<file path="src/pkg/asr_pkg.sv">
/*
 * Shared constants and types for the successive-approximation result control.
 * Assumes a single system clock domain.
 */
`default_nettype none

package asr_pkg;

    // Register bus geometry
    localparam int unsigned ADDR_W = 3;
    localparam int unsigned DATA_W = 8;

    // Register offsets
    localparam logic [2:0] OFS_CONTROL = 3'h0;
    localparam logic [2:0] OFS_RESULT  = 3'h1;
    localparam logic [2:0] OFS_STATUS  = 3'h2;
    localparam logic [2:0] OFS_MASK    = 3'h3;

    // Field positions inside the control register, and of the done bit in the status and mask registers
    localparam int unsigned POS_ENABLE = 0;
    localparam int unsigned POS_GO     = 1;
    localparam int unsigned POS_DONE_FLAG = 0;

    // Values after reset and after sleep, and the result marker
    localparam logic [7:0] CONTROL_RESET = 8'hFC;
    localparam logic [1:0] CLKSEL_SLEEP  = 2'h3;
    localparam logic [3:0] CHAN_SLEEP    = 4'hF;
    localparam logic [7:0] RESULT_RESET  = 8'h00;
    localparam logic [7:0] RESULT_MARKER = 8'h80;

    // Clock select codes and divisors
    localparam logic [1:0] CLKSEL_DIV16 = 2'h0;
    localparam logic [1:0] CLKSEL_DIV8  = 2'h1;
    localparam logic [1:0] CLKSEL_DIV4  = 2'h2;
    localparam logic [1:0] CLKSEL_OSC   = 2'h3;
    localparam logic [4:0] DIV_16       = 5'h10;
    localparam logic [4:0] DIV_8        = 5'h08;
    localparam logic [4:0] DIV_4        = 5'h04;

    // Conversion timing in conversion clock periods
    localparam logic [3:0] SAMPLE_TAD    = 4'h3;
    localparam logic [2:0] MSB_INDEX     = 3'h7;

    // Channel codes
    localparam logic [3:0] CHAN_REFERENCE = 4'hF;

    // Control register layout, bit 7 down to bit 0
    typedef struct packed {
        logic [1:0] conv_clock_select;
        logic [3:0] input_channel_select;
        logic       go;
        logic       converter_enable;
    } asr_control_type;

    // Conversion sequencer states
    typedef enum logic [2:0] {
        ST_IDLE,
        ST_SAMPLE,
        ST_CLEAR,
        ST_MARK,
        ST_DECIDE
    } asr_state_type;

endpackage

`default_nettype wire

</file>
<file path="src/asr_control.sv">
/*
 * Control and result logic of an 8-bit successive-approximation converter.
 * Assumes one system clock, a register port with read data one cycle late,
 * a comparator decision pin and an internal oscillator pin from outside.
 */
//
// Behaviour
// - Old result stays readable while sampling
// - Clear result to zero after sampling
// - Shift marker one in from top
// - Each decision moves marker, stuffs bit
// - Ninth shift completes, clears go
// - Software go clear aborts, no flag
// - Aborted result keeps decided bits and marker
// - Undecided bits are never recovered
// - Clock select picks divisor or oscillator
// - Channel select routes inputs or reference
// - Enable clear stops and powers down converter
// - Go write starts; completion sets done flag
// - Go ignored while converter disabled
// - Channel change waits for conversion end
// - Sleep clears go, enable; fields to ones
`default_nettype none

module asr_control (
    // Clock and reset
    input  wire logic                   clk_sys_in,
    input  wire logic                   reset_n_in,
    // Register port
    input  wire logic [asr_pkg::ADDR_W-1:0] addr_in,
    input  wire logic [asr_pkg::DATA_W-1:0] wr_data_in,
    input  wire logic                   wr_in,
    input  wire logic                   rd_in,
    output logic [asr_pkg::DATA_W-1:0]  rd_data_out,
    // Analog side
    input  wire logic                   comparator_in,
    input  wire logic                   internal_oscillator_in,
    input  wire logic                   sleep_in,
    output logic [3:0]                  channel_out,
    output logic                        sample_out,
    output logic                        converter_power_out,
    // Interrupt
    output logic                        irq_out
);
    import asr_pkg::*;

    // Registers
    asr_control_type control;
    logic [7:0]      conversion_result;
    logic            conv_done_flag;
    logic            conv_done_mask;
    asr_state_type   state;
    logic [3:0]      tad_count;
    logic [2:0]      bit_index;
    logic [4:0]      div_count;
    logic [1:0]      active_clock_select;
    logic [3:0]      active_channel;
    logic [2:0]      cmp_sync;
    logic            cmp_level;
    logic [2:0]      osc_sync;
    logic            osc_level;
    logic            osc_prev;
    logic [1:0]      osc_edges;

    // Divisor for a clock select code
    function automatic logic [4:0] divisor_of(input logic [1:0] sel);
        case (sel)
            CLKSEL_DIV16: divisor_of = DIV_16;
            CLKSEL_DIV8:  divisor_of = DIV_8;
            default:      divisor_of = DIV_4;
        endcase
    endfunction

    // Bus decode
    wire wr_control = wr_in && (addr_in == OFS_CONTROL);
    wire wr_result  = wr_in && (addr_in == OFS_RESULT);
    wire wr_status  = wr_in && (addr_in == OFS_STATUS);
    wire wr_mask    = wr_in && (addr_in == OFS_MASK);
    wire busy       = (state != ST_IDLE);
    asr_control_type wr_ctrl;
    assign wr_ctrl = asr_control_type'(wr_data_in);

    // Start and stop conditions
    // Enable must already be on: one write that powers the converter and sets go
    // would otherwise start sampling before the converter has settled
    // gate go on enable
    wire start_req  = wr_control && wr_ctrl.go && wr_ctrl.converter_enable
                      && control.converter_enable && !busy;
    wire abort_req  = wr_control && !wr_ctrl.go && busy;
    wire off_req    = wr_control && !wr_ctrl.converter_enable && busy;

    // Conversion clock tick generation
    // divisor or oscillator
    wire use_osc    = (active_clock_select == CLKSEL_OSC);
    wire osc_rise   = osc_level && !osc_prev;
    wire div_tick   = !use_osc && (div_count == divisor_of(active_clock_select) - 5'h01);
    wire osc_tick   = use_osc && osc_rise && (osc_edges == 2'h3);
    wire tad_tick   = busy && (div_tick || osc_tick);

    // Completion on the last shift
    // ninth shift completes
    wire finish     = tad_tick && (state == ST_DECIDE) && (bit_index == 3'h0);
    // Any stop beats a tick on the same edge, so an abort never completes
    // a conversion or raises the done flag behind software's back
    wire stop_now   = sleep_in || abort_req || off_req;

    // Next result word for one decision
    // stuff bit, move marker
    // Lower bits are still zero from the clear, so only two bits change
    logic [7:0] next_result;
    always_comb begin
        next_result = conversion_result;
        next_result[bit_index] = cmp_level;
        if (bit_index != 3'h0) begin
            next_result[bit_index - 3'h1] = 1'b1;
        end
    end

    // Read data mux
    // Unmapped addresses read as zero
    logic [7:0] next_rd_data;
    always_comb begin
        case (addr_in)
            OFS_CONTROL: next_rd_data = control;
            OFS_RESULT:  next_rd_data = conversion_result;
            OFS_STATUS:  next_rd_data = {7'h00, conv_done_flag};
            OFS_MASK:    next_rd_data = {7'h00, conv_done_mask};
            default:     next_rd_data = 8'h00;
        endcase
    end

    // Pin synchronisers: a change counts when the last two stages agree
    // The first stage may go metastable and is only ever shifted onward
    always_ff @(posedge clk_sys_in or negedge reset_n_in) begin
        if (!reset_n_in) begin
            cmp_sync  <= 3'h0;
            cmp_level <= 1'b0;
            osc_sync  <= 3'h0;
            osc_level <= 1'b0;
            osc_prev  <= 1'b0;
        end else begin
            cmp_sync <= {cmp_sync[1:0], comparator_in};
            osc_sync <= {osc_sync[1:0], internal_oscillator_in};
            osc_prev <= osc_level;
            if (cmp_sync[1] == cmp_sync[2]) begin
                cmp_level <= cmp_sync[2];
            end
            if (osc_sync[1] == osc_sync[2]) begin
                osc_level <= osc_sync[2];
            end
        end
    end

    // Conversion clock divider, restarted at each start so that the
    // first period of a conversion is always a whole one
    // one tick per period
    always_ff @(posedge clk_sys_in or negedge reset_n_in) begin
        if (!reset_n_in) begin
            div_count <= 5'h00;
        end else if (!busy || div_tick) begin
            div_count <= 5'h00;
        end else begin
            div_count <= div_count + 5'h01;
        end
    end

    // Oscillator edge counter: four synced rising edges make one period.
    // The oscillator runs free, so the first period after a start may be
    // shorter than four full oscillator cycles.
    // oscillator based period
    always_ff @(posedge clk_sys_in or negedge reset_n_in) begin
        if (!reset_n_in) begin
            osc_edges <= 2'h0;
        end else if (!busy) begin
            osc_edges <= 2'h0;
        end else if (osc_rise) begin
            osc_edges <= osc_edges + 2'h1;
        end
    end

    // Control register: sleep beats hardware clear beats software write
    always_ff @(posedge clk_sys_in or negedge reset_n_in) begin
        if (!reset_n_in) begin
            control <= asr_control_type'(CONTROL_RESET);
        end else if (sleep_in) begin
            control.conv_clock_select    <= CLKSEL_SLEEP;
            control.input_channel_select <= CHAN_SLEEP;
            control.go                   <= 1'b0;
            control.converter_enable     <= 1'b0;
        end else if (finish) begin
            control.go <= 1'b0;
            if (wr_control) begin
                control.conv_clock_select    <= wr_ctrl.conv_clock_select;
                control.input_channel_select <= wr_ctrl.input_channel_select;
                control.converter_enable     <= wr_ctrl.converter_enable;
            end
        end else if (wr_control) begin
            control.conv_clock_select    <= wr_ctrl.conv_clock_select;
            control.input_channel_select <= wr_ctrl.input_channel_select;
            control.converter_enable     <= wr_ctrl.converter_enable;
            control.go <= busy ? (wr_ctrl.go && wr_ctrl.converter_enable) : start_req;
        end
    end

    // Conversion settings, latched at the start edge only; later writes to
    // the control register wait for the next conversion
    always_ff @(posedge clk_sys_in or negedge reset_n_in) begin
        if (!reset_n_in) begin
            active_clock_select <= CLKSEL_SLEEP;
            active_channel      <= CHAN_SLEEP;
        end else if (start_req && !stop_now) begin
            active_clock_select <= wr_ctrl.conv_clock_select;
            active_channel      <= wr_ctrl.input_channel_select;
        end
    end

    // Sequencer
    always_ff @(posedge clk_sys_in or negedge reset_n_in) begin
        if (!reset_n_in) begin
            state               <= ST_IDLE;
            tad_count           <= 4'h0;
            bit_index           <= MSB_INDEX;
        end else if (stop_now) begin
            state <= ST_IDLE;
        end else begin
            case (state)
                ST_IDLE: begin
                    if (start_req) begin
                        state               <= ST_SAMPLE;
                        tad_count           <= 4'h0;
                    end
                end
                ST_SAMPLE: begin
                    if (tad_tick) begin
                        tad_count <= tad_count + 4'h1;
                        if (tad_count == SAMPLE_TAD - 4'h1) begin
                            state <= ST_CLEAR;
                        end
                    end
                end
                ST_CLEAR: begin
                    if (tad_tick) begin
                        state <= ST_MARK;
                    end
                end
                ST_MARK: begin
                    if (tad_tick) begin
                        state     <= ST_DECIDE;
                        bit_index <= MSB_INDEX;
                    end
                end
                ST_DECIDE: begin
                    if (tad_tick) begin
                        bit_index <= bit_index - 3'h1;
                        if (bit_index == 3'h0) begin
                            state <= ST_IDLE;
                        end
                    end
                end
                default: state <= ST_IDLE;
            endcase
        end
    end

    // Result register
    always_ff @(posedge clk_sys_in or negedge reset_n_in) begin
        if (!reset_n_in) begin
            conversion_result <= RESULT_RESET;
        end else if (!busy) begin
            // partial result kept
            // Software may only overwrite it while idle, so a running
            // conversion is never corrupted by a stray write
            if (wr_result) begin
                conversion_result <= wr_data_in;
            end
        end else if (tad_tick && !stop_now) begin
            if (state == ST_CLEAR) begin
                conversion_result <= RESULT_RESET;
            end else if (state == ST_MARK) begin
                conversion_result <= RESULT_MARKER;
            end else if (state == ST_DECIDE) begin
                conversion_result <= next_result;
            end
        end
    end

    // Done flag: set wins over the write-one clear
    always_ff @(posedge clk_sys_in or negedge reset_n_in) begin
        if (!reset_n_in) begin
            conv_done_flag <= 1'b0;
            conv_done_mask <= 1'b0;
        end else begin
            if (finish && !stop_now) begin
                conv_done_flag <= 1'b1;
            end else if (wr_status && wr_data_in[POS_DONE_FLAG]) begin
                conv_done_flag <= 1'b0;
            end
            if (wr_mask) begin
                conv_done_mask <= wr_data_in[POS_DONE_FLAG];
            end
        end
    end

    // Bus side outputs: read data stand one cycle for each cycle the read strobe is held, then drop to zero
    always_ff @(posedge clk_sys_in or negedge reset_n_in) begin
        if (!reset_n_in) begin
            rd_data_out <= 8'h00;
            irq_out     <= 1'b0;
        end else begin
            rd_data_out <= rd_in ? next_rd_data : 8'h00;
            // level interrupt from flag and mask
            irq_out     <= conv_done_flag && conv_done_mask;
        end
    end

    // Analog side outputs, registered so the converter sees clean levels
    always_ff @(posedge clk_sys_in or negedge reset_n_in) begin
        if (!reset_n_in) begin
            channel_out         <= CHAN_SLEEP;
            sample_out          <= 1'b0;
            converter_power_out <= 1'b0;
        end else begin
            channel_out         <= busy ? active_channel : control.input_channel_select;
            sample_out          <= (state == ST_SAMPLE) && !stop_now;
            converter_power_out <= control.converter_enable && !sleep_in;
        end
    end

endmodule

`default_nettype wire

</file>
<file path="config.mk">
export PLATFORM = sky130hd
export DESIGN_NAME = asr_control
export DESIGN_NICKNAME = d
export VERILOG_FILES = /design/src/pkg/asr_pkg.sv /design/src/asr_control.sv
export SDC_FILE = /design/constraint.sdc
export NUM_CORES = 1
export LEC_CHECK = 0
export ABC_AREA = 1
export BUFFER_PORTS_ARGS = -buffer_cell sky130_fd_sc_hd__buf_2
export CAP_MARGIN = 15
export CORE_UTILIZATION = 44
export DETAILED_ROUTE_END_ITERATION = 8
export GPL_TIMING_DRIVEN = 0
export PLACE_DENSITY_LB_ADDON = 0.15
export SYNTH_ARGS = -nofsm -noshare
export SYNTH_HDL_FRONTEND = slang
export SYNTH_SLANG_ARGS = --single-unit
</file>
<file path="constraint.sdc">
create_clock -name clk_sys_in -period 2.3 [get_ports clk_sys_in]
set_clock_uncertainty 0.15 [all_clocks]
set_input_delay 0.345 -clock clk_sys_in [delete_from_list [all_inputs] [get_ports clk_sys_in]]
set_output_delay 0.345 -clock clk_sys_in [all_outputs]
set_load 0.02 [all_outputs]
</file>
# Word level (Yosys, flattened, before mapping)
# Index checks and enable logic that the tools add are counted.
dict set report classes {
  n_addsub 5
  bitwise_logic 2
  mux 42
  magnitude_cmp 4
  eq_ne 28
  reduce_logical 56
}
# operator n
set ops {}
lappend ops {{8-bit 2-to-1 mux} 11}
lappend ops {{8-bit case mux with 4 select lines} 1}
lappend ops {{3-bit 2-to-1 mux} 10}
lappend ops {{1-bit logical AND} 29}
lappend ops {{3-bit inequality test, second input constant} 7}
lappend ops {{3-bit case mux with 5 select lines} 1}
lappend ops {{3-bit by 2-bit equality test with 1-bit output, second input constant} 4}
lappend ops {{4-bit 2-to-1 mux} 3}
lappend ops {{5-bit case mux with 2 select lines} 1}
lappend ops {{2-bit nonzero test} 5}
lappend ops {{3-bit zero test} 3}
lappend ops {{3-bit nonzero test} 3}
lappend ops {{8-bit bitwise mux} 1}
lappend ops {{3-bit by 4-bit < comparator with 1-bit output, second input constant} 2}
lappend ops {{2-bit inequality test, second input constant} 4}
lappend ops {{8-bit bitwise OR} 1}
lappend ops {{4-bit case mux with 2 select lines} 1}
lappend ops {{4-bit AND reduction} 2}
lappend ops {{1-bit zero test} 7}
lappend ops {{7-bit AND reduction} 1}
lappend ops {{1-bit demux with 3-bit select} 2}
lappend ops {{3-bit by 1-bit equality test with 1-bit output, second input constant} 2}
lappend ops {{3-bit by 1-bit >= comparator with 1-bit output, second input constant} 2}
lappend ops {{1-bit 2-to-1 mux} 6}
lappend ops {{21 further kinds} 28}
dict set report word_totals {
  regBits 65
  inputBits 18
  out_inout_bits 15
  wordCells 161
}

# Longest topological paths before layout
# Gate-level depths: netlist of the first run.
dict set report depth {
  ltp_word 12
  ltp_mapped 13
  mapped_depth_nobuf 13
}

# Least setup slack after synthesis of the first run
# Ideal clock, no wire load.
dict set report synth_timing {
  path_kind {reg-to-reg}
  start {register bit_index[1]}
  end {register conversion_result[7]}
  stages_incl_launch_ff 11
  period_less_slack_ps 1831
  setup_time_ps 119
  slack_ps 469
  required_ps 2031
  n_path_buf 0
  t_arrival_ps 1563
  path_cell_list {dfstp_2 -> inv_1 -> ha_1 -> xnor2_1 -> inv_1 -> nand2_1 -> nor2_1 -> o21ai_0 -> nand3_1 -> nand3_1 -> nand2_1}
}
dict set report synth_between {
  elab_chain_cells 12
  word_cells_on_any_way 20
  classes_between {1 x add/sub; 4 x order compare; 11 x mux; 1 x bitwise; 3 x reduce/logical}
}
# item line
set synth_rtl {}
lappend synth_rtl {{start, declared} asr_control.sv:54} ;# logic [2:0] bit_index;
lappend synth_rtl {{start signal, assigned} asr_control.sv:254} ;# bit_index <= bit_index - 3'h1;
lappend synth_rtl {{3-bit by 1-bit subtractor with 3-bit output (tied with other cells)} asr_control.sv:115} ;# next_result[bit_index - 3'h1] = 1'b1;
lappend synth_rtl {{3-bit by 4-bit < comparator with 1-bit output (not written as such) (tied with other cells)} asr_control.sv:115}
lappend synth_rtl {{1-bit logical AND (not written as such) or 1-bit 2-to-1 mux (tied branches)} {asr_control.sv:115, asr_control.sv:113}}
lappend synth_rtl {{1-bit 2-to-1 mux (not written as such) or 1-bit demux with 3-bit select (tied branches)} {asr_control.sv:115, asr_control.sv:113}}
lappend synth_rtl {{1-bit demux with 3-bit select or 8-bit bitwise mux (tied branches)} {asr_control.sv:115, asr_control.sv:113}}
lappend synth_rtl {{8-bit bitwise OR (no line)} --}
lappend synth_rtl {{8-bit 2-to-1 mux (*)} asr_control.sv:114} ;# if (bit_index != 3'h0) begin
lappend synth_rtl {{8-bit 2-to-1 mux (*)} asr_control.sv:281} ;# end else if (state == ST_DECIDE) begin
lappend synth_rtl {{8-bit 2-to-1 mux (*)} asr_control.sv:279} ;# end else if (state == ST_MARK) begin
lappend synth_rtl {{8-bit 2-to-1 mux (*)} asr_control.sv:277} ;# if (state == ST_CLEAR) begin
lappend synth_rtl {{8-bit 2-to-1 mux (*)} asr_control.sv:276} ;# end else if (tad_tick && !stop_now) begin
lappend synth_rtl {{8-bit 2-to-1 mux (*)} asr_control.sv:269} ;# end else if (!busy) begin
lappend synth_rtl {{end signal, assigned} asr_control.sv:274} ;# conversion_result <= wr_data_in;
lappend synth_rtl {{end signal, assigned} asr_control.sv:282} ;# conversion_result <= next_result;
lappend synth_rtl {{end, declared} asr_control.sv:49} ;# logic [7:0] conversion_result;
# Every way passes the cells marked *; elsewhere a longest branch is shown, timed or not. The select of a mux whose other input is x is not followed.
# A chain may end at the register's enable or synchronous reset.

# Final worst setup path of the first run
# Ends and elaborated chain as after synthesis.

==> results of run 1 <==
-- layout by cell type, fill, tap and decap left out, types with 7 or more instances in the layout --
| cell type | instances |
|---|---|
| a21oi_1 | 16 |
| o21ai_0 | 31 |
| nor3_1 | 11 |
| nand3_1 | 30 |
| nand2_1 | 97 |
| dfstp_2 | 19 |
| nor2_1 | 19 |
| dfrtp_1 | 46 |
| inv_1 | 38 |
| clkbuf_8 | 10 |
| buf_2 | 34 |
| nand2_2 | 16 |
| nand2_4 | 7 |
-- path summary, 6_finish.rpt --
check,slack (ns),startpoint,depth (start not counted),to
setup / recovery,0.20,bit_index[1],10,conversion_result[7]
hold / removal,0.09,wr_data_in[2],3,active_channel[0]
setup reg to reg,0.20,bit_index[1],10,conversion_result[7]
hold reg to reg,0.20,cmp_sync[0],0,cmp_sync[1]
max in group asynchronous,0.98,reset_n_in,2,osc_edges[0]
min in group asynchronous,0.49,reset_n_in,2,state[0]
-- layer usage --
layer  vias up  global-route usage (%)  routed length (um)
met3         6                   5.051                 295
met2        43                   33.40                3510
met4         0                   6.452                  58
met1      1244                   26.59                3433
li1       1373                       -                   -
met5         -                       0                   0
-- registers in the layout, summed over array words and instances, names as in the netlist, 2 cells and up --
| register | flops |
|---|---|
| control | 8 |
| conversion_result | 8 |
| rd_data_out | 8 |
| div_count | 5 |
| active_channel | 4 |
| channel_out | 4 |
| tad_count | 4 |
| bit_index | 3 |
| cmp_sync | 3 |
| osc_sync | 3 |
| state | 3 |
| active_clock_select | 2 |
| osc_edges | 2 |
-- critical path, cell delays in order (launching register included) --
cell and delay [ns]:
dfstp_2 0.59, inv_1 0.14, ha_1 0.22, xnor2_1 0.25
inv_1 0.12, nand2_1 0.09, nor2_1 0.04, o21ai_0 0.17
nand3_1 0.09, nand3_1 0.07, nand2_1 0.06
-- kinds of logic after synthesis --
family / count (synthesis) / share of synthesized area, %
simple gates: 200 / 30.23
xor+xnor: 6 / 1.521
compound gates: 64 / 10.72
flops: 65 / 47.76
buf+inv: 55 / 7.024
fa+ha+maj: 8 / 2.752
-- per-stage QoR --
stage | std cells | util [%]
floorplan | 398 | -
global placement | 528 | 50.41
detailed placement | 528 | 50.45
CTS | 547 | 53.91
global route | 547 | 53.91
finish | 547 | 53.91
-- where the power goes --
group / switching [mW] / total, mW / internal, mW
Clock: 0.465 / 1.11 / 0.641
Sequential: 0.163 / 1.54 / 1.37
Combinational: 0.890 / 1.35 / 0.459
-- area by class of cell --
cell class | count | area [sq um]
clock inverter | 6 | 88.84
multi-input combinational | 278 | 1563
buffer | 8 | 58.81
timing repair buffer | 34 | 187.7
clock buffer | 10 | 137.6
sequential | 65 | 1650
fill | 724 | 3415
tap | 99 | 123.9
inverter | 47 | 183.9
==> flow_summary.yaml, run 1 <==
layout:
  nets: 467
  syn2layout_area_growth_pct: 15.57
  n_antenna_cell: 0
  final_area_sq_um: 3994
  drive_gt1_share_pct: 28.35
timing:
  slew_viol_final: 0
  hold_violations: 0
  fmax_mhz: 476.1
  fin_hold_ws_ns: 0.09460
  setup_ws_ns: 0.1995
  period_share_pct: 91.33
  setup_viol: 0
  setup_tns_ns: 0
  max_slew.worst_pin.slew_ns: 0.8222
  relSlewSlack_pct: 45.19
  rsz0062_at_grt: "false"
  min_period_ns: 2.101
drt:
  firstDrtPassIters: 4
  via_per_inst: 4.874
  first_iter_violations: 106
  drtAntennaViolNets: 0
  drc: 0
  totalWireLength_um: 7297
  vias: 2666
  wl_per_cell_um: 13.34
clocking:
  hold_buffers: 3
  cts_max_level: 3
  ctsResizeCount: 0
  root_buffer: "clkbuf_8"
  cts_buffers: 9
  cts.clk_slew.worst_paths_ns: 0.08
  cts_setup_buffers: 0
  clock_path_buffers: 2
  cts_tree: "built"
  clk_latency_ns: 0.34
  clock_sinks: 65
synthesis:
  ys_ff_latch: 65
  synth_common_cells: "nand2_1, dfrtp_1, inv_1, o21ai_0, nand3_1"
  yosysTopAreaCell: "dfrtp_1"
  syn_area_sq_um: 3456
  async_flop_share_pct: 100.0
  avgSynthCellArea_sq_um: 8.683
  synthTopCellsByArea: "dfrtp_1, dfstp_2, nand2_1"
  ys.warnings.count: 0
  seq_area_frac_synth_pct: 47.76
  synth_edf_count: 0
  synth_cells: 398
  synth-main-ff-cell: "dfrtp_1"
  synth_cell_types: 40
  synthDominantCellAreaShare_pct: 33.31
  syn_nets: 422
  synth.most_common_cell: "nand2_1"
power:
  finalPower_mw: 3.991
  peakVddDrop_mv: 0.5324
  pwr_density_cell_nw_per_um2: 999.3
  p_leak_nw: 1.959
die:
  die_y_um: 90.63
  dieArea_sq_um: 8213
  initial_utilization_pct: 46.65
  fp-row-count: 31
  io_pins: 33
  core_sq_um: 7408
  die_x_um: 90.63
critical_path:
  worst-setup-path-type: "reg -> reg"
  cp_max_fo: 8
  cp-end-kind: "flop"
  arrival_ns: 2.19
  start_kind: "flop"
  cp.required_ns: 2.39
outcome:
  outcome: "finished clean"
grt:
  grt.total_usage_pct: 20.44
  overflow: 0
  grt_max_degree: 66
  grt_pass1_vias: 2769
  antenna_found_initial: 0
  grt_pass1_wl_um: 13000
placed_design:
  dpl_worst_slack_ns: 0.2395
  numPortBuffers: 31
  place_congestion: 0.8635
  place_area_sq_um: 3737
  dp_hpwl_um: 5308
hold_path:
  min_path_type: "in -> reg"
run:
  max_cap_viol_count: 0
(Power assumes the default switching activity.)
==> run 2: changes to the inputs <==
clock period = 2.6 ns   (was 2.3 ns; I/O delays follow)
==> run 2 against run 1 <==
The run now ends with negative hold slack left. Cell count decreased by 0.18%. Wire length hardly changed. Register-to-register slack gained 0.29 ns. Global-route usage is the same. Via count rose by 0.26%. Clock power decreased by 12%. Non-clock buffer count is 1 lower.
==> flow_summary.yaml, run 2 (synthesis results as in run 1) <==
die:
  fp-row-count: 31
  dieArea_sq_um: 8213
  core_sq_um: 7408
  die_x_um: 90.63
  io_pins: 33
  die_y_um: 90.63
  initial_utilization_pct: 46.65
timing:
  fmax_mhz: 474.6
  setup_tns_ns: 0
  period_share_pct: 81.05
  setup_viol: 0
  relSlewSlack_pct: 45.25
  fin_hold_ws_ns: -0.009206
  rsz0062_at_grt: "false"
  slew_viol_final: 0
  hold_violations: 14
  min_period_ns: 2.107
  max_slew.worst_pin.slew_ns: 0.8212
drt:
  via_per_inst: 4.896
  vias: 2673
  totalWireLength_um: 7299
  drc: 0
  first_iter_violations: 114
  wl_per_cell_um: 13.37
  drtAntennaViolNets: 0
  firstDrtPassIters: 4
outcome:
  violations: "negative hold slack"
  outcome: "complete, but fails checks"
critical_path:
  crit_buf_inv: 2
  cp.required_ns: 2.69
  cp_max_fo: 8
  critPathLaunch: "bit_index[1]"
  worst-setup-path-type: "reg -> reg"
  arrival_ns: 2.20
  start_kind: "flop"
  cp-end-kind: "flop"
  cpMaxStageDelayCell: "dfstp_2"
  cpPeakStageDelay_ns: 0.59
  path_cells: "inv_1 -> ha_1 -> xnor2_1 -> inv_1 -> nand2_1 -> nor2_1 -> o21ai_0 -> nand3_1 -> nand3_1 -> nand2_1"
  r2r-start: "bit_index[1]"
  path_delay_family: "flip-flops"
power:
  switching_power_mw: 1.344
  sw_frac_of_total_pct: 38.07
  peakVddDrop_mv: 0.4710
  finalPower_mw: 3.531
  p_int_mw: 2.187
  p_comb_share_pct: 33.7
  pwr-share-seq_pct: 38.5
  pwr_density_cell_nw_per_um2: 886.4
  clkPwrFrac_pct: 27.8
  p_leak_nw: 1.955
layout:
  reg_top3: "control x8, conversion_result x8, rd_data_out x8"
  drive_gt1_share_pct: 28.41
  nets: 466
  final_common_cell: "nand2_1"
  n_antenna_cell: 0
  final_cell_mix: "nand2_1, dfrtp_1, inv_1"
  syn2layout_area_growth_pct: 15.28
grt:
  grt_pass1_wl_um: 13000
  grtUsageMet3_pct: 5.051
  gr-usage-met1_pct: 26.59
  met2_usage_pct: 33.40
  overflow: 0
  top_usage_layer: "met2"
  grt_max_degree: 66
  antenna_found_initial: 0
  grt.total_usage_pct: 20.44
  grt_pass1_vias: 2769
clocking:
  cts_setup_buffers: 0
  root_buffer: "clkbuf_8"
  cts_tree: "built"
  cts_max_level: 3
  cts_buffers: 9
  clock_path_buffers: 2
  clk_latency_ns: 0.35
  cts.clk_slew.worst_paths_ns: 0.08
  clock_sinks: 65
run:
  max_cap_viol_count: 0
placed_design:
  place_congestion: 0.8635
  numPortBuffers: 31
  dp_hpwl_um: 5308
hold_path:
  min_path_type: "in -> async"
[run 2: cell count changes in the layout (fill, tap and decap cells not counted), sizes merged]
cell and delta:
dlygate4sd3 -1
[run 2: stage by stage]
stage | cells | hold WS, ns | util, % | cell area (sq um) | setup slack, ns
finish | 546 | -0.009206 | 53.77 | 3984 | 0.4928
global route | 546 | 0.04678 | 53.77 | 3984 | 0.3184
CTS | 546 | 0.001018 | 53.77 | 3984 | 0.5148
detailed placement | 528 | 0.1873 | 50.45 | 3737 | 0.5395
global placement | 528 | 0.1844 | 50.41 | 3735 | 0.5182
floorplan | 398 | -0.05559 | - | 3456 | 0.7688
[run 2: power groups by stage]
stage	Combinational [mW]	Sequential, mW	Clock, mW
2_1_floorplan	0.863	1.40	0
3_3_place_gp	1.17	1.38	0
3_5_place_dp	1.19	1.38	0
4_1_cts	1.20	1.36	1.01
5_1_grt	1.36	1.39	1.05
6_report	1.19	1.36	0.981
[run 2: cell type report]
type | instances | area [sq um]
Fill cell | 725 | 3425
Buffer | 8 | 58.81
Tap cell | 99 | 123.9
Timing Repair Buffer | 33 | 177.7
Clock inverter | 6 | 88.84
Multi-Input combinational cell | 278 | 1563
Clock buffer | 10 | 137.6
Sequential cell | 65 | 1650
Inverter | 47 | 183.9
[run 2: final timing paths]
check / endpoint / slack, ns / cells past startpoint
min: state[0] / -0.009 / 1
max in group asynchronous: osc_edges[0] / 1.78 / 1
min in group clk_sys_in: active_channel[0] / 0.14 / 3
max: conversion_result[7] / 0.49 / 10
min reg2reg: cmp_sync[1] / 0.20 / 0
max reg2reg: conversion_result[7] / 0.49 / 10
[run 2: metal layers]
layer,up-vias,wire length (um)
li1,1370,-
met1,1251,3414
met2,46,3509
met3,6,313
met4,0,61
met5,-,0
[run 2: worst reg2reg max path: stages (launching register included)]
cell and delay (ns):
dfstp_2 0.59, inv_1 0.14, ha_1 0.22, xnor2_1 0.26, inv_1 0.12, nand2_1 0.09, nor2_1 0.04, o21ai_0 0.18
nand3_1 0.09, nand3_1 0.07, nand2_1 0.06
[run 2: timing repair]
item,4_1_cts,5_1_grt
hold buffers,2,0
setup endpoints to repair,0,0
gates resized for setup,0,0
hold endpoints to repair,2,0
==> run 3: changes to the inputs <==
clock period = 1.9 ns   (was 2.6 ns; I/O delays follow)
==> run 3 against run 2 <==
Die area stayed put. Count of clock-buffer cells in the layout stayed put. Clock power is 38% higher. Fmax is 14% higher. Core utilization is 2.6 points higher. The run now ends clean. Final area is 4.8% higher. Sequential power is 38% higher. Combinational power is 44% higher. Register-to-register slack worse by 0.45 ns.
==> flow_summary.yaml, run 3 (synthesis results as in run 1) <==
outcome:
  outcome: "finished clean"
power:
  p_comb_share_pct: 34.7
  switching_power_mw: 1.898
  pwr-share-seq_pct: 38.0
  p_int_mw: 3.038
  p_leak_nw: 2.012
  sw_frac_of_total_pct: 38.45
  peakVddDrop_mv: 0.6447
  clkPwrFrac_pct: 27.3
  pwr_density_cell_nw_per_um2: 1183
grt:
  antenna_found_initial: 0
  grt_pass1_wl_um: 13100
  overflow: 0
  grt_max_degree: 66
  grt_pass1_vias: 2785
  grt.total_usage_pct: 20.62
drt:
  wl_per_cell_um: 13.71
  vias: 2725
  totalWireLength_um: 7598
  via_per_inst: 4.919
  drtAntennaViolNets: 0
  drc: 0
  first_iter_violations: 129
  firstDrtPassIters: 4
clocking:
  cts_max_level: 3
  clock_sinks: 65
  cts.clk_slew.worst_paths_ns: 0.07
  cts_tree: "built"
  clk_latency_ns: 0.35
  root_buffer: "clkbuf_8"
  cts_buffers: 9
  clock_path_buffers: 2
layout:
  final_area_sq_um: 4174
  n_antenna_cell: 0
  nets: 474
  reg_top3: "control x8, conversion_result x8, rd_data_out x8"
  syn2layout_area_growth_pct: 20.78
  final_cell_mix: "nand2_1, dfrtp_1, inv_1"
  utilization_pct: 56.34
  final_common_cell: "nand2_1"
  drive_gt1_share_pct: 33.41
die:
  core_sq_um: 7408
  dieArea_sq_um: 8213
  initial_utilization_pct: 46.65
  die_y_um: 90.63
  io_pins: 33
  die_x_um: 90.63
  fp-row-count: 31
critical_path:
  crit_buf_inv: 1
  cpMaxStageDelayCell: "dfstp_2"
  worst-setup-path-type: "reg -> reg"
  cp_max_fo: 8
  cp-end-kind: "flop"
  start_kind: "flop"
  cp.required_ns: 2.00
  cpPeakStageDelay_ns: 0.56
  path_cells: "inv_2 -> nand2_2 -> nand2_2 -> nor2_4 -> nand2_2 -> a21oi_4 -> nand2_4 -> nand2_8 -> nand2_8 -> nand2_4 -> nand2_2"
  path_delay_family: "simple AND/OR/NAND/NOR gates"
  crit_path_frequent_cell: "nand2_2"
  arrival_ns: 1.95
timing:
  max_slew.worst_pin.slew_ns: 0.8219
  setup_viol: 0
  period_share_pct: 97.56
  hold_violations: 0
  min_period_ns: 1.854
  slew_viol_final: 0
  rsz0062_at_grt: "true"
  fmax_mhz: 539.5
  relSlewSlack_pct: 45.21
hold_path:
  min_path_type: "in -> reg"
placed_design:
  place_area_sq_um: 3737
  dp_hpwl_um: 5308
  place_congestion: 0.8635
  numPortBuffers: 31
run:
  max_cap_viol_count: 0
## run 3: repair_timing
item | 4_1_cts | 5_1_grt
hold endpoints to repair | 48 | 0
setup endpoints to repair | 9 | 17
pin swaps | 1 | 11
gates cloned | 0 | 1
buffers inserted | 1 | 6
gates resized for setup | 6 | 24
hold buffers | 3 | 0
## run 3: worst paths after layout
kind / cells past startpoint / to / from / slack, ns
max in group asynchronous: 2 / osc_level / reset_n_in / 0.64
worst min register to register: 0 / cmp_sync[1] / cmp_sync[0] / 0.20
worst min-delay path: 3 / active_channel[0] / wr_data_in[2] / 0.03
worst max register to register: 11 / conversion_result[6] / active_clock_select[1] / 0.05
worst max-delay path: 11 / conversion_result[6] / active_clock_select[1] / 0.05
min in group asynchronous: 2 / state[0] / reset_n_in / 0.42
## run 3: power by group through the flow
stage	logic [mW]	clock network (mW)	registers (mW)
finish	1.71	1.35	1.88
detailed placement	1.63	0	1.89
CTS	1.65	1.38	1.86
global placement	1.61	0	1.88
floorplan	1.18	0	1.92
global route	1.94	1.44	1.91
## run 3: worst register-to-register path, stage by stage (launching register included)
cell and delay, ns:
dfstp_2 0.56, inv_2 0.05, nand2_2 0.06, nand2_2 0.06, nor2_4 0.08, nand2_2 0.09
a21oi_4 0.22, nand2_4 0.12, nand2_8 0.12, nand2_8 0.10, nand2_4 0.11, nand2_2 0.04
## run 3: per-layer routing
| layer | share of wire (%) | GRT usage [%] | vias to the layer above |
|---|---|---|---|
| met4 | 1.4 | 6.452 | 0 |
| met5 | 0 | 0 | - |
| met2 | 48 | 34.09 | 36 |
| met3 | 3.0 | 5.051 | 7 |
| met1 | 47 | 26.55 | 1293 |
| li1 | - | - | 1389 |
## run 3: final cells by class
cell class	instances	area, sq um
plain buffers	7	53.80
clock buffers	10	137.6
clock inverters	6	88.84
fillers	696	3234
inverters	47	183.9
multi-input cells	279	1683
flip-flops and latches	65	1650
well taps	99	123.9
repair buffers	41	252.7
## run 3: stage by stage
stage / instances / worst slack [ns] / power, mW / hold slack (ns) / setup TNS [ns]
2_1_floorplan: 398 / 0.06882 / 3.100 / -0.1606 / 0
3_3_place_gp: 528 / -0.1818 / 3.490 / 0.1844 / -0.8160
3_5_place_dp: 528 / -0.1605 / 3.516 / 0.1873 / -0.6859
4_1_cts: 548 / 0.009317 / 4.891 / 0.01899 / 0
5_1_grt: 554 / -0.05189 / 5.292 / 0.02147 / -0.3734
6_report: 554 / 0.04639 / 4.936 / 0.02930 / 0
